$ cat config.mk
export PLATFORM = sky130hd
export DESIGN_NAME = adcseq_top
export DESIGN_NICKNAME = d
export VERILOG_FILES = /design/src/shared/adcseq_pkg.sv /design/src/rtl/adcseq_top.sv
export SDC_FILE = /design/constraint.sdc
export NUM_CORES = 1
export LEC_CHECK = 0
export BUFFER_PORTS_ARGS = -buffer_cell sky130_fd_sc_hd__buf_4
export CAP_MARGIN = 10
export CORE_MARGIN = 3
export CORE_UTILIZATION = 50
export DETAILED_ROUTE_END_ITERATION = 10
export GPL_ROUTABILITY_DRIVEN = 0
export GPL_TIMING_DRIVEN = 1
export PLACE_DENSITY = 0.69
export SLEW_MARGIN = 20
export SYNTH_ARGS = -nofsm -noshare
export SYNTH_HDL_FRONTEND = slang
export SYNTH_SLANG_ARGS = --single-unit
export TNS_END_PERCENT = 50
$ cat constraint.sdc
create_clock -name i_clk -period 4.3 [get_ports i_clk]
set_input_delay 0.86 -clock i_clk [delete_from_list [all_inputs] [get_ports i_clk]]
set_output_delay 0.86 -clock i_clk [all_outputs]
set_load 0.005 [all_outputs]
$ cat src/shared/adcseq_pkg.sv
// Constants and types for the conversion sequencer
package adcseq_pkg;
  // Register indices on the plain register port
  localparam logic [2:0] ADDR_RESULT_HIGH = 3'h0;
  localparam logic [2:0] ADDR_RESULT_LOW = 3'h1;
  localparam logic [2:0] ADDR_CONTROL_ZERO = 3'h2;
  localparam logic [2:0] ADDR_CONTROL_ONE = 3'h3;
  localparam logic [2:0] ADDR_CONTROL_TWO = 3'h4;
  localparam logic [2:0] ADDR_STATUS = 3'h5;
  localparam logic [2:0] ADDR_COMPARE2 = 3'h6;
  // Control zero fields
  localparam int CZ_CAL = 7;
  localparam int CZ_GO = 1;
  localparam int CZ_ON = 0;
  localparam int CZ_CHS_LSB = 2;
  // Control two fields
  localparam int CT_JUSTIFY = 7;
  localparam int CT_ACQ_LSB = 3;
  localparam int CT_CLK_LSB = 0;
  // Masks of implemented bits
  localparam logic [7:0] CZ_MASK = 8'hBF;
  localparam logic [7:0] CO_MASK = 8'h3F;
  localparam logic [7:0] CT_MASK = 8'hBF;
  localparam logic [7:0] CP_MASK = 8'h3F;
  localparam logic [7:0] RESET_CONTROL = 8'h00;
  localparam logic [3:0] COMPARE2_ADC_TRIGGER = 4'hB;
  // Sequence figures in bit periods
  localparam logic [4:0] CONV_PERIODS = 5'h0B;
  localparam logic [4:0] WAIT_PERIODS = 5'h02;
  localparam int RESULT_BITS = 10;
  // One instruction cycle is four oscillator periods
  localparam logic [7:0] INSTR_CYCLE_CLKS = 8'h04;
  typedef enum logic [2:0] {
    ADCSEQ_IDLE, ADCSEQ_DELAY, ADCSEQ_ACQ, ADCSEQ_CONV, ADCSEQ_WAIT
  } adcseq_state_t;
endpackage

$ cat src/rtl/adcseq_top.sv
// Successive-approximation converter sequencer with register port
`timescale 1ns/1ps
// Behaviour
// - Conversion takes exactly eleven bit periods
// - Clock select field sets bit period
// - Analog pins read low on ports
// - Channel and direction never gate conversion
// - Zero acquisition delays start one instruction
// - Acquisition field sets sampling before conversion
// - Clearing go aborts, result kept
// - Two period wait after end
// - Compare two trigger sets go
// - Trigger resets associated timer counter
// - Trigger starts no conversion while converter off
// - Calibration request runs dummy offset conversion
// - Completion loads result unless calibrating, clears go, flags
// - Acquisition field encodes bit period counts
// - Justify bit places result
// - Reset turns converter off, aborts
module adcseq_top (
  input wire logic i_clk,
  input wire logic i_rst_n,
  input wire logic [2:0] i_addr,
  input wire logic [7:0] i_wdata,
  input wire logic i_wr,
  input wire logic i_rd,
  input wire logic i_rc_tick,
  input wire logic i_special_event,
  input wire logic i_cmp_bit,
  input wire logic [15:0] i_pin_level,
  output logic [7:0] o_rdata,
  output logic o_sample,
  output logic o_cal_mode,
  output logic [9:0] o_dac_code,
  output logic [3:0] o_channel,
  output logic o_timer_reset,
  output logic o_conversion_done_flag,
  output logic [15:0] o_port_level
);
  logic [7:0] result_high;
  logic [7:0] result_low;
  logic [7:0] control_zero;
  logic [7:0] control_one;
  logic [7:0] control_two;
  logic [7:0] compare2_control;
  logic conversion_done_flag;
  logic [9:0] offset;
  logic cal_run;
  adcseq_pkg::adcseq_state_t state;
  logic [6:0] div_cnt;
  logic tad_tick;
  logic [4:0] period_cnt;
  logic [7:0] delay_cnt;
  logic [9:0] sar;
  logic [9:0] trial;
  logic [3:0] bit_idx;
  logic [6:0] div_len;
  logic [4:0] acq_len;
  logic [9:0] corrected;
  logic [9:0] final_code;
  logic go_write_set;
  logic go_write_clear;
  logic trigger_go;
  logic conv_end;
  logic busy;

  wire logic [2:0] clk_sel = control_two[adcseq_pkg::CT_CLK_LSB +: 3];
  wire logic [2:0] acq_sel = control_two[adcseq_pkg::CT_ACQ_LSB +: 3];
  wire logic conv_on = control_zero[adcseq_pkg::CZ_ON];
  wire logic go_flag = control_zero[adcseq_pkg::CZ_GO];
  wire logic use_rc = (clk_sel[1:0] == 2'h3);

  always_comb begin
    unique case (clk_sel)
      3'h0: div_len = 7'h02;
      3'h4: div_len = 7'h04;
      3'h1: div_len = 7'h08;
      3'h5: div_len = 7'h10;
      3'h2: div_len = 7'h20;
      3'h6: div_len = 7'h40;
      default: div_len = 7'h01;
    endcase
  end

  always_comb begin
    unique case (acq_sel)
      3'h0: acq_len = 5'h00;
      3'h1: acq_len = 5'h02;
      3'h2: acq_len = 5'h04;
      3'h3: acq_len = 5'h06;
      3'h4: acq_len = 5'h08;
      3'h5: acq_len = 5'h0C;
      3'h6: acq_len = 5'h10;
      default: acq_len = 5'h14;
    endcase
  end

  // Period divider restarts with each sequence so phases align
  always_ff @(posedge i_clk) begin
    // Abort restarts the divider; free RC phase cannot be restarted
    if (!i_rst_n || state == adcseq_pkg::ADCSEQ_IDLE || state == adcseq_pkg::ADCSEQ_DELAY
      || (busy && go_write_clear)) begin
      div_cnt <= 7'h00;
      tad_tick <= 1'b0;
    end else if (use_rc) begin
      div_cnt <= 7'h00;
      tad_tick <= i_rc_tick;
    end else if (div_cnt == div_len - 7'h01) begin
      div_cnt <= 7'h00;
      tad_tick <= 1'b1;
    end else begin
      div_cnt <= div_cnt + 7'h01;
      tad_tick <= 1'b0;
    end
  end

  assign go_write_set = i_wr && i_addr == adcseq_pkg::ADDR_CONTROL_ZERO
    && i_wdata[adcseq_pkg::CZ_GO] && i_wdata[adcseq_pkg::CZ_ON] && conv_on;
  assign go_write_clear = i_wr && i_addr == adcseq_pkg::ADDR_CONTROL_ZERO
    && !i_wdata[adcseq_pkg::CZ_GO];
  assign trigger_go = i_special_event && conv_on
    && compare2_control[3:0] == adcseq_pkg::COMPARE2_ADC_TRIGGER;
  assign busy = state == adcseq_pkg::ADCSEQ_DELAY || state == adcseq_pkg::ADCSEQ_ACQ
    || state == adcseq_pkg::ADCSEQ_CONV;
  assign conv_end = state == adcseq_pkg::ADCSEQ_CONV && tad_tick
    && period_cnt == adcseq_pkg::CONV_PERIODS - 5'h01;

  // Channel and direction bits never consulted here
  always_ff @(posedge i_clk) begin
    if (!i_rst_n) begin
      state <= adcseq_pkg::ADCSEQ_IDLE;
      period_cnt <= 5'h00;
      delay_cnt <= 8'h00;
    end else if (!conv_on) begin
      state <= adcseq_pkg::ADCSEQ_IDLE;
      period_cnt <= 5'h00;
    end else begin
      unique case (state)
        adcseq_pkg::ADCSEQ_IDLE: begin
          period_cnt <= 5'h00;
          delay_cnt <= 8'h00;
          if (go_write_set || trigger_go) begin
            // One instruction delay for sleep entry
            if (acq_sel == 3'h0)
              state <= adcseq_pkg::ADCSEQ_DELAY;
            else
              state <= adcseq_pkg::ADCSEQ_ACQ;
          end
        end
        adcseq_pkg::ADCSEQ_DELAY: begin
          delay_cnt <= delay_cnt + 8'h01;
          if (go_write_clear)
            state <= adcseq_pkg::ADCSEQ_WAIT;
          else if (delay_cnt == adcseq_pkg::INSTR_CYCLE_CLKS - 8'h01)
            state <= adcseq_pkg::ADCSEQ_CONV;
        end
        adcseq_pkg::ADCSEQ_ACQ: begin
          if (go_write_clear) begin
            state <= adcseq_pkg::ADCSEQ_WAIT;
            period_cnt <= 5'h00;
          end else if (tad_tick) begin
            if (period_cnt == acq_len - 5'h01) begin
              state <= adcseq_pkg::ADCSEQ_CONV;
              period_cnt <= 5'h00;
            end else begin
              period_cnt <= period_cnt + 5'h01;
            end
          end
        end
        adcseq_pkg::ADCSEQ_CONV: begin
          if (go_write_clear || conv_end) begin
            state <= adcseq_pkg::ADCSEQ_WAIT;
            period_cnt <= 5'h00;
          end else if (tad_tick) begin
            period_cnt <= period_cnt + 5'h01;
          end
        end
        adcseq_pkg::ADCSEQ_WAIT: begin
          // Two period wait then sample again
          if (tad_tick) begin
            if (period_cnt == adcseq_pkg::WAIT_PERIODS - 5'h01) begin
              state <= adcseq_pkg::ADCSEQ_IDLE;
              period_cnt <= 5'h00;
            end else begin
              period_cnt <= period_cnt + 5'h01;
            end
          end
        end
      endcase
    end
  end

  // One decision per period, MSB first
  assign trial = sar | (10'h200 >> bit_idx);
  always_ff @(posedge i_clk) begin
    if (!i_rst_n || state != adcseq_pkg::ADCSEQ_CONV) begin
      sar <= 10'h000;
      bit_idx <= 4'h0;
    end else if (tad_tick && bit_idx < 4'(adcseq_pkg::RESULT_BITS)) begin
      if (i_cmp_bit)
        sar <= trial;
      bit_idx <= bit_idx + 4'h1;
    end
  end

  // Trial code shown to the array while resolving
  always_ff @(posedge i_clk) begin
    if (!i_rst_n) begin
      o_dac_code <= 10'h000;
    end else if (state == adcseq_pkg::ADCSEQ_CONV && bit_idx < 4'(adcseq_pkg::RESULT_BITS)) begin
      o_dac_code <= trial;
    end else begin
      o_dac_code <= sar;
    end
  end

  // Final code includes the decision of the last period
  assign final_code = (bit_idx < 4'(adcseq_pkg::RESULT_BITS) && i_cmp_bit) ? trial : sar;
  // Offset clamps at zero rather than wrapping
  assign corrected = (final_code > offset) ? final_code - offset : 10'h000;

  always_ff @(posedge i_clk) begin
    if (!i_rst_n) begin
      cal_run <= 1'b0;
      offset <= 10'h000;
    end else begin
      if (state == adcseq_pkg::ADCSEQ_IDLE && (go_write_set || trigger_go))
        cal_run <= go_write_set ? i_wdata[adcseq_pkg::CZ_CAL]
          : control_zero[adcseq_pkg::CZ_CAL];
      if (conv_end && cal_run)
        offset <= final_code;
    end
  end

  // Control registers; hardware go events win over software writes
  always_ff @(posedge i_clk) begin
    if (!i_rst_n) begin
      control_zero <= adcseq_pkg::RESET_CONTROL;
      control_one <= adcseq_pkg::RESET_CONTROL;
      control_two <= adcseq_pkg::RESET_CONTROL;
      compare2_control <= adcseq_pkg::RESET_CONTROL;
    end else begin
      if (i_wr && i_addr == adcseq_pkg::ADDR_CONTROL_ZERO)
        control_zero <= i_wdata & adcseq_pkg::CZ_MASK;
      if (i_wr && i_addr == adcseq_pkg::ADDR_CONTROL_ONE)
        control_one <= i_wdata & adcseq_pkg::CO_MASK;
      if (i_wr && i_addr == adcseq_pkg::ADDR_CONTROL_TWO)
        control_two <= i_wdata & adcseq_pkg::CT_MASK;
      if (i_wr && i_addr == adcseq_pkg::ADDR_COMPARE2)
        compare2_control <= i_wdata & adcseq_pkg::CP_MASK;
      if (trigger_go && state == adcseq_pkg::ADCSEQ_IDLE)
        control_zero[adcseq_pkg::CZ_GO] <= 1'b1;
      if (conv_end)
        control_zero[adcseq_pkg::CZ_GO] <= 1'b0;
      if (!conv_on && !(i_wr && i_addr == adcseq_pkg::ADDR_CONTROL_ZERO))
        control_zero[adcseq_pkg::CZ_GO] <= 1'b0;
      if (i_wr && i_addr == adcseq_pkg::ADDR_CONTROL_ZERO && !conv_on)
        control_zero[adcseq_pkg::CZ_GO] <= 1'b0;
    end
  end

  // Result pair keeps its value through reset
  always_ff @(posedge i_clk) begin
    if (conv_end && !cal_run) begin
      if (control_two[adcseq_pkg::CT_JUSTIFY]) begin
        result_high <= {6'h00, corrected[9:8]};
        result_low <= corrected[7:0];
      end else begin
        result_high <= corrected[9:2];
        result_low <= {corrected[1:0], 6'h00};
      end
    end else begin
      if (i_wr && i_addr == adcseq_pkg::ADDR_RESULT_HIGH)
        result_high <= i_wdata;
      if (i_wr && i_addr == adcseq_pkg::ADDR_RESULT_LOW)
        result_low <= i_wdata;
    end
  end

  always_ff @(posedge i_clk) begin
    if (!i_rst_n)
      conversion_done_flag <= 1'b0;
    else if (conv_end)
      conversion_done_flag <= 1'b1;
    else if (i_wr && i_addr == adcseq_pkg::ADDR_STATUS && i_wdata[0])
      conversion_done_flag <= 1'b0;
  end

  // Read data one cycle after strobe
  always_ff @(posedge i_clk) begin
    if (!i_rst_n || !i_rd) begin
      o_rdata <= 8'h00;
    end else begin
      unique case (i_addr)
        adcseq_pkg::ADDR_RESULT_HIGH: o_rdata <= result_high;
        adcseq_pkg::ADDR_RESULT_LOW: o_rdata <= result_low;
        adcseq_pkg::ADDR_CONTROL_ZERO: o_rdata <= control_zero;
        adcseq_pkg::ADDR_CONTROL_ONE: o_rdata <= control_one;
        adcseq_pkg::ADDR_CONTROL_TWO: o_rdata <= control_two;
        adcseq_pkg::ADDR_STATUS: o_rdata <= {5'h00, busy, go_flag, conversion_done_flag};
        adcseq_pkg::ADDR_COMPARE2: o_rdata <= compare2_control;
        default: o_rdata <= 8'h00;
      endcase
    end
  end

  // Outputs to the analog array and neighbours
  always_ff @(posedge i_clk) begin
    if (!i_rst_n) begin
      o_sample <= 1'b0;
      o_cal_mode <= 1'b0;
      o_channel <= 4'h0;
      o_timer_reset <= 1'b0;
      o_conversion_done_flag <= 1'b0;
      o_port_level <= 16'h0000;
    end else begin
      o_sample <= conv_on && (state == adcseq_pkg::ADCSEQ_IDLE
        || state == adcseq_pkg::ADCSEQ_ACQ);
      o_cal_mode <= cal_run && state == adcseq_pkg::ADCSEQ_CONV;
      o_channel <= control_zero[adcseq_pkg::CZ_CHS_LSB +: 4];
      // Timer reset regardless of converter state
      o_timer_reset <= i_special_event
        && compare2_control[3:0] == adcseq_pkg::COMPARE2_ADC_TRIGGER;
      o_conversion_done_flag <= conversion_done_flag;
      o_port_level <= i_pin_level & ~analog_mask(control_one[3:0]);
    end
  end

  // Channels at or below a threshold are analog; fifteen means none
  function automatic logic [15:0] analog_mask(input logic [3:0] cfg);
    logic [15:0] m;
    m = 16'h0000;
    for (int k = 0; k < 15; k++) begin
      if (4'(k) < 4'hF - cfg)
        m[k] = 1'b1;
    end
    return m;
  endfunction
endmodule

==> flow_summary.json <==
{
  "fill_cells": 1119,
  "final-seq-area_um2": 2840,
  "synth_top_family_by_area": "simple AND/OR/NAND/NOR gates",
  "drtIter0Drc": 436,
  "multi_input_area_um2": 3370,
  "ys.flop_type": "dfxtp_1",
  "min_period_ns": 3.39,
  "cts_made_buffers": 17,
  "highest_layer": "met4",
  "cts.sinks": 134,
  "cts_resized": 0,
  "start_util_pct": 51.3,
  "path_common_cell": "a21o_1",
  "crit_chain": "nor2_1, and3_1, a21oi_1, ha_1, inv_1, fa_1, a21o_1, a21o_1, a2111o_1, and2_1, nand3_1, o21ai_0",
  "io_pins": 76,
  "drt_wl_total_um": 16000,
  "grt_usage_pct": 22.4,
  "hpwl_um": 11600,
  "route.met2.wl_um": 7890,
  "dieArea_um2": 14400,
  "antennaDiodeCount": 0,
  "path_buf_inv": 1,
  "postCtsSetupBuffers": 0,
  "synth_cells": 742,
  "crit_arrival_ns": 3.55,
  "rsz0062_at_grt": "false",
  "wirelength_met1_um": 6770,
  "grt_pass1_wl_um": 25700,
  "skew_ns": 0.00752,
  "yosys.area_share.xor_xnor_pct": 3.50,
  "avgSynthCellArea_um2": 8.77,
  "netlist_area_um2": 6510,
  "fin_nets": 852,
  "finalInstanceArea_um2": 7730,
  "synth-compound-area-share_pct": 15.3,
  "cp_max_fo": 9,
  "grt_max_degree": 32,
  "hold_violations": 0,
  "dpl_cell_area_um2": 7140,
  "power_density_nw_per_um2": 366,
  "ant_nets": 0,
  "synth_mux_area_share_pct": 6.37,
  "fin_tns_setup_ns": 0,
  "ir_drop_v": 0.000268,
  "hold_path.class": "flop to flop",
  "antenna_found_initial": 0,
  "grt_pass1_vias": 5247,
  "synth.net_count": 798,
  "synth_fa_ha_area_share_pct": 4.50,
  "synth_cell_types": 68,
  "cts_hold_buf": 0,
  "drc": 0,
  "critical_path.endpoint_type": "flop",
  "detail_route.wl_per_cell_um": 16.3,
  "fp.dieW_um": 120,
  "timing.slew.headroom_pct": 36.7,
  "finalSetupViolations": 0,
  "required_ns": 4.46,
  "clk_latency_ns": 0.42,
  "avgViaCountPerCell": 5.68,
  "final_common_cell": "dfxtp_1",
  "wl_met3_um": 978,
  "root_buffer": "clkbuf_16",
  "core_area_um2": 12700,
  "worst_pin_slew_ns": 0.943,
  "firstDrtPassIters": 5,
  "maxCapViolations": 0,
  "period_share_pct": 78.8,
  "die_h_um": 120,
  "outcome": "completed",
  "most-common-layout-cells": "dfxtp_1 (118), nor2_1 (105), buf_4 (78), nand2_1 (53), a21oi_1 (43)",
  "vias": 5565,
  "drive_gt1_share_pct": 15.2,
  "syn_to_final_growth_pct": 18.8,
  "yosysSeqAreaShare_pct": 43.7,
  "port_buffers": 75,
  "synth_enable_flop_cells": 16,
  "drv_slew": 0,
  "htree_levels": 4,
  "synthArstFlopShare_pct": 0,
  "yosysWarnings": 0,
  "leakage_nw": 3.14,
  "ys_ff_latch": 134,
  "fmax_mhz": 295,
  "clockBufferDepth": 2,
  "power_mw": 2.83,
  "grt_overflow_total": 0,
  "cts_tree": "yes",
  "synth_simple_gate_area_share_pct": 21.8,
  "slowest_delay_ns": 0.49,
  "cp-start-kind": "flop",
  "path_class": "flop to flop",
  "cts.clk_slew.worst_paths_ns": 0.06,
  "slowest_stage": "dfxtp_1",
  "critPathTopFamily": "compound AO/OA/AOI/OAI gates",
  "row_count": 41
}
## tightest hold or removal path, cell delays in order, from the launching register on
cell and delay (ns):
dfxtp_1 0.32, nand2_1 0.06, a21oi_1 0.05
## metal layers
layer  vias up  GRT usage (%)
li1       2737              -
met5         -              0
met2       200           38.1
met4         0           9.74
met3        32           5.42
met1      2596           27.1
## worst paths after layout
kind / startpoint / endpoint / slack, ns / cells after the start
worst max-delay path: bit_idx[2]$_SDFFE_PP0P_ / result_low[2]$_DFFE_PP_ / 0.91 / 12
worst min-delay path: control_zero[5]$_SDFFE_PN0P_ / control_zero[5]$_SDFFE_PN0P_ / 0.48 / 2
worst max register to register: bit_idx[2]$_SDFFE_PP0P_ / result_low[2]$_DFFE_PP_ / 0.91 / 12
worst min register to register: control_zero[5]$_SDFFE_PN0P_ / control_zero[5]$_SDFFE_PN0P_ / 0.48 / 2
## cell families (layout without fill, tap and decap cells)
| kind of cell | after synthesis | after routing |
|---|---|---|
| adder cells (fa/ha/maj) | 23 | 23 |
| buffers and inverters | 79 | 145 |
| flip-flops | 134 | 134 |
| XOR/XNOR | 26 | 26 |
| AND/OR/NAND/NOR | 289 | 289 |
| multiplexers | 39 | 39 |
| AO/OA/AOI/OAI | 152 | 152 |
## sequential cells by signal, indices dropped and copies added (netlist names), 7 cells and up
signal,flops
control_two,7
control_zero,7
delay_cnt,8
div_cnt,7
o_dac_code,10
o_port_level,16
o_rdata,8
offset,10
result_high,8
result_low,8
sar,10
## stage by stage
stage	hold WS (ns)	worst slack (ns)	std cells	util, %
floorplan	0.442	0.997	742	-
global placement	0.471	0.658	949	56.3
detailed placement	0.465	0.613	949	56.3
CTS	0.473	0.919	980	60.9
global route	0.508	0.634	980	61.0
finish	0.476	0.911	980	61.0
## synthesized netlist by cell type, drive strengths merged, types with 8 or more instances
library cell | count | area share (%)
a211oi | 17 | 2.0
a21oi | 43 | 3.3
and2 | 10 | 0.96
and3 | 10 | 0.96
clkbuf | 38 | 2.2
dfxtp | 118 | 36
edfxtp | 16 | 7.4
ha | 21 | 4.0
inv | 35 | 2.0
mux2 | 9 | 1.6
mux2i | 29 | 4.5
nand2 | 53 | 3.1
nand2b | 8 | 0.77
nand3 | 15 | 1.2
nand4 | 11 | 1.1
nor2 | 105 | 6.1
nor2b | 9 | 0.87
nor3 | 31 | 2.4
nor3b | 8 | 0.92
o21ai | 31 | 2.4
xnor2 | 12 | 1.6
xor2 | 14 | 1.9
## area by class of cell
cell class	count	area share, %
Clock buffer	21	6.22
Clock inverter	10	1.33
Inverter	36	1.75
Multi-Input combinational cell	529	43.6
Sequential cell	134	36.8
Tap cell	172	2.78
Timing Repair Buffer	78	7.58
## power by group
group | total [mW] | leakage, nW | switching, mW | internal, mW
clock | 1.41 | 0.294 | 0.508 | 0.902
combinational | 0.129 | 1.75 | 0.0720 | 0.0567
sequential | 1.29 | 1.10 | 0.0115 | 1.28
total | 2.83 | 3.14 | 0.592 | 2.24
Note: power is estimated with default switching activity, not from simulation.
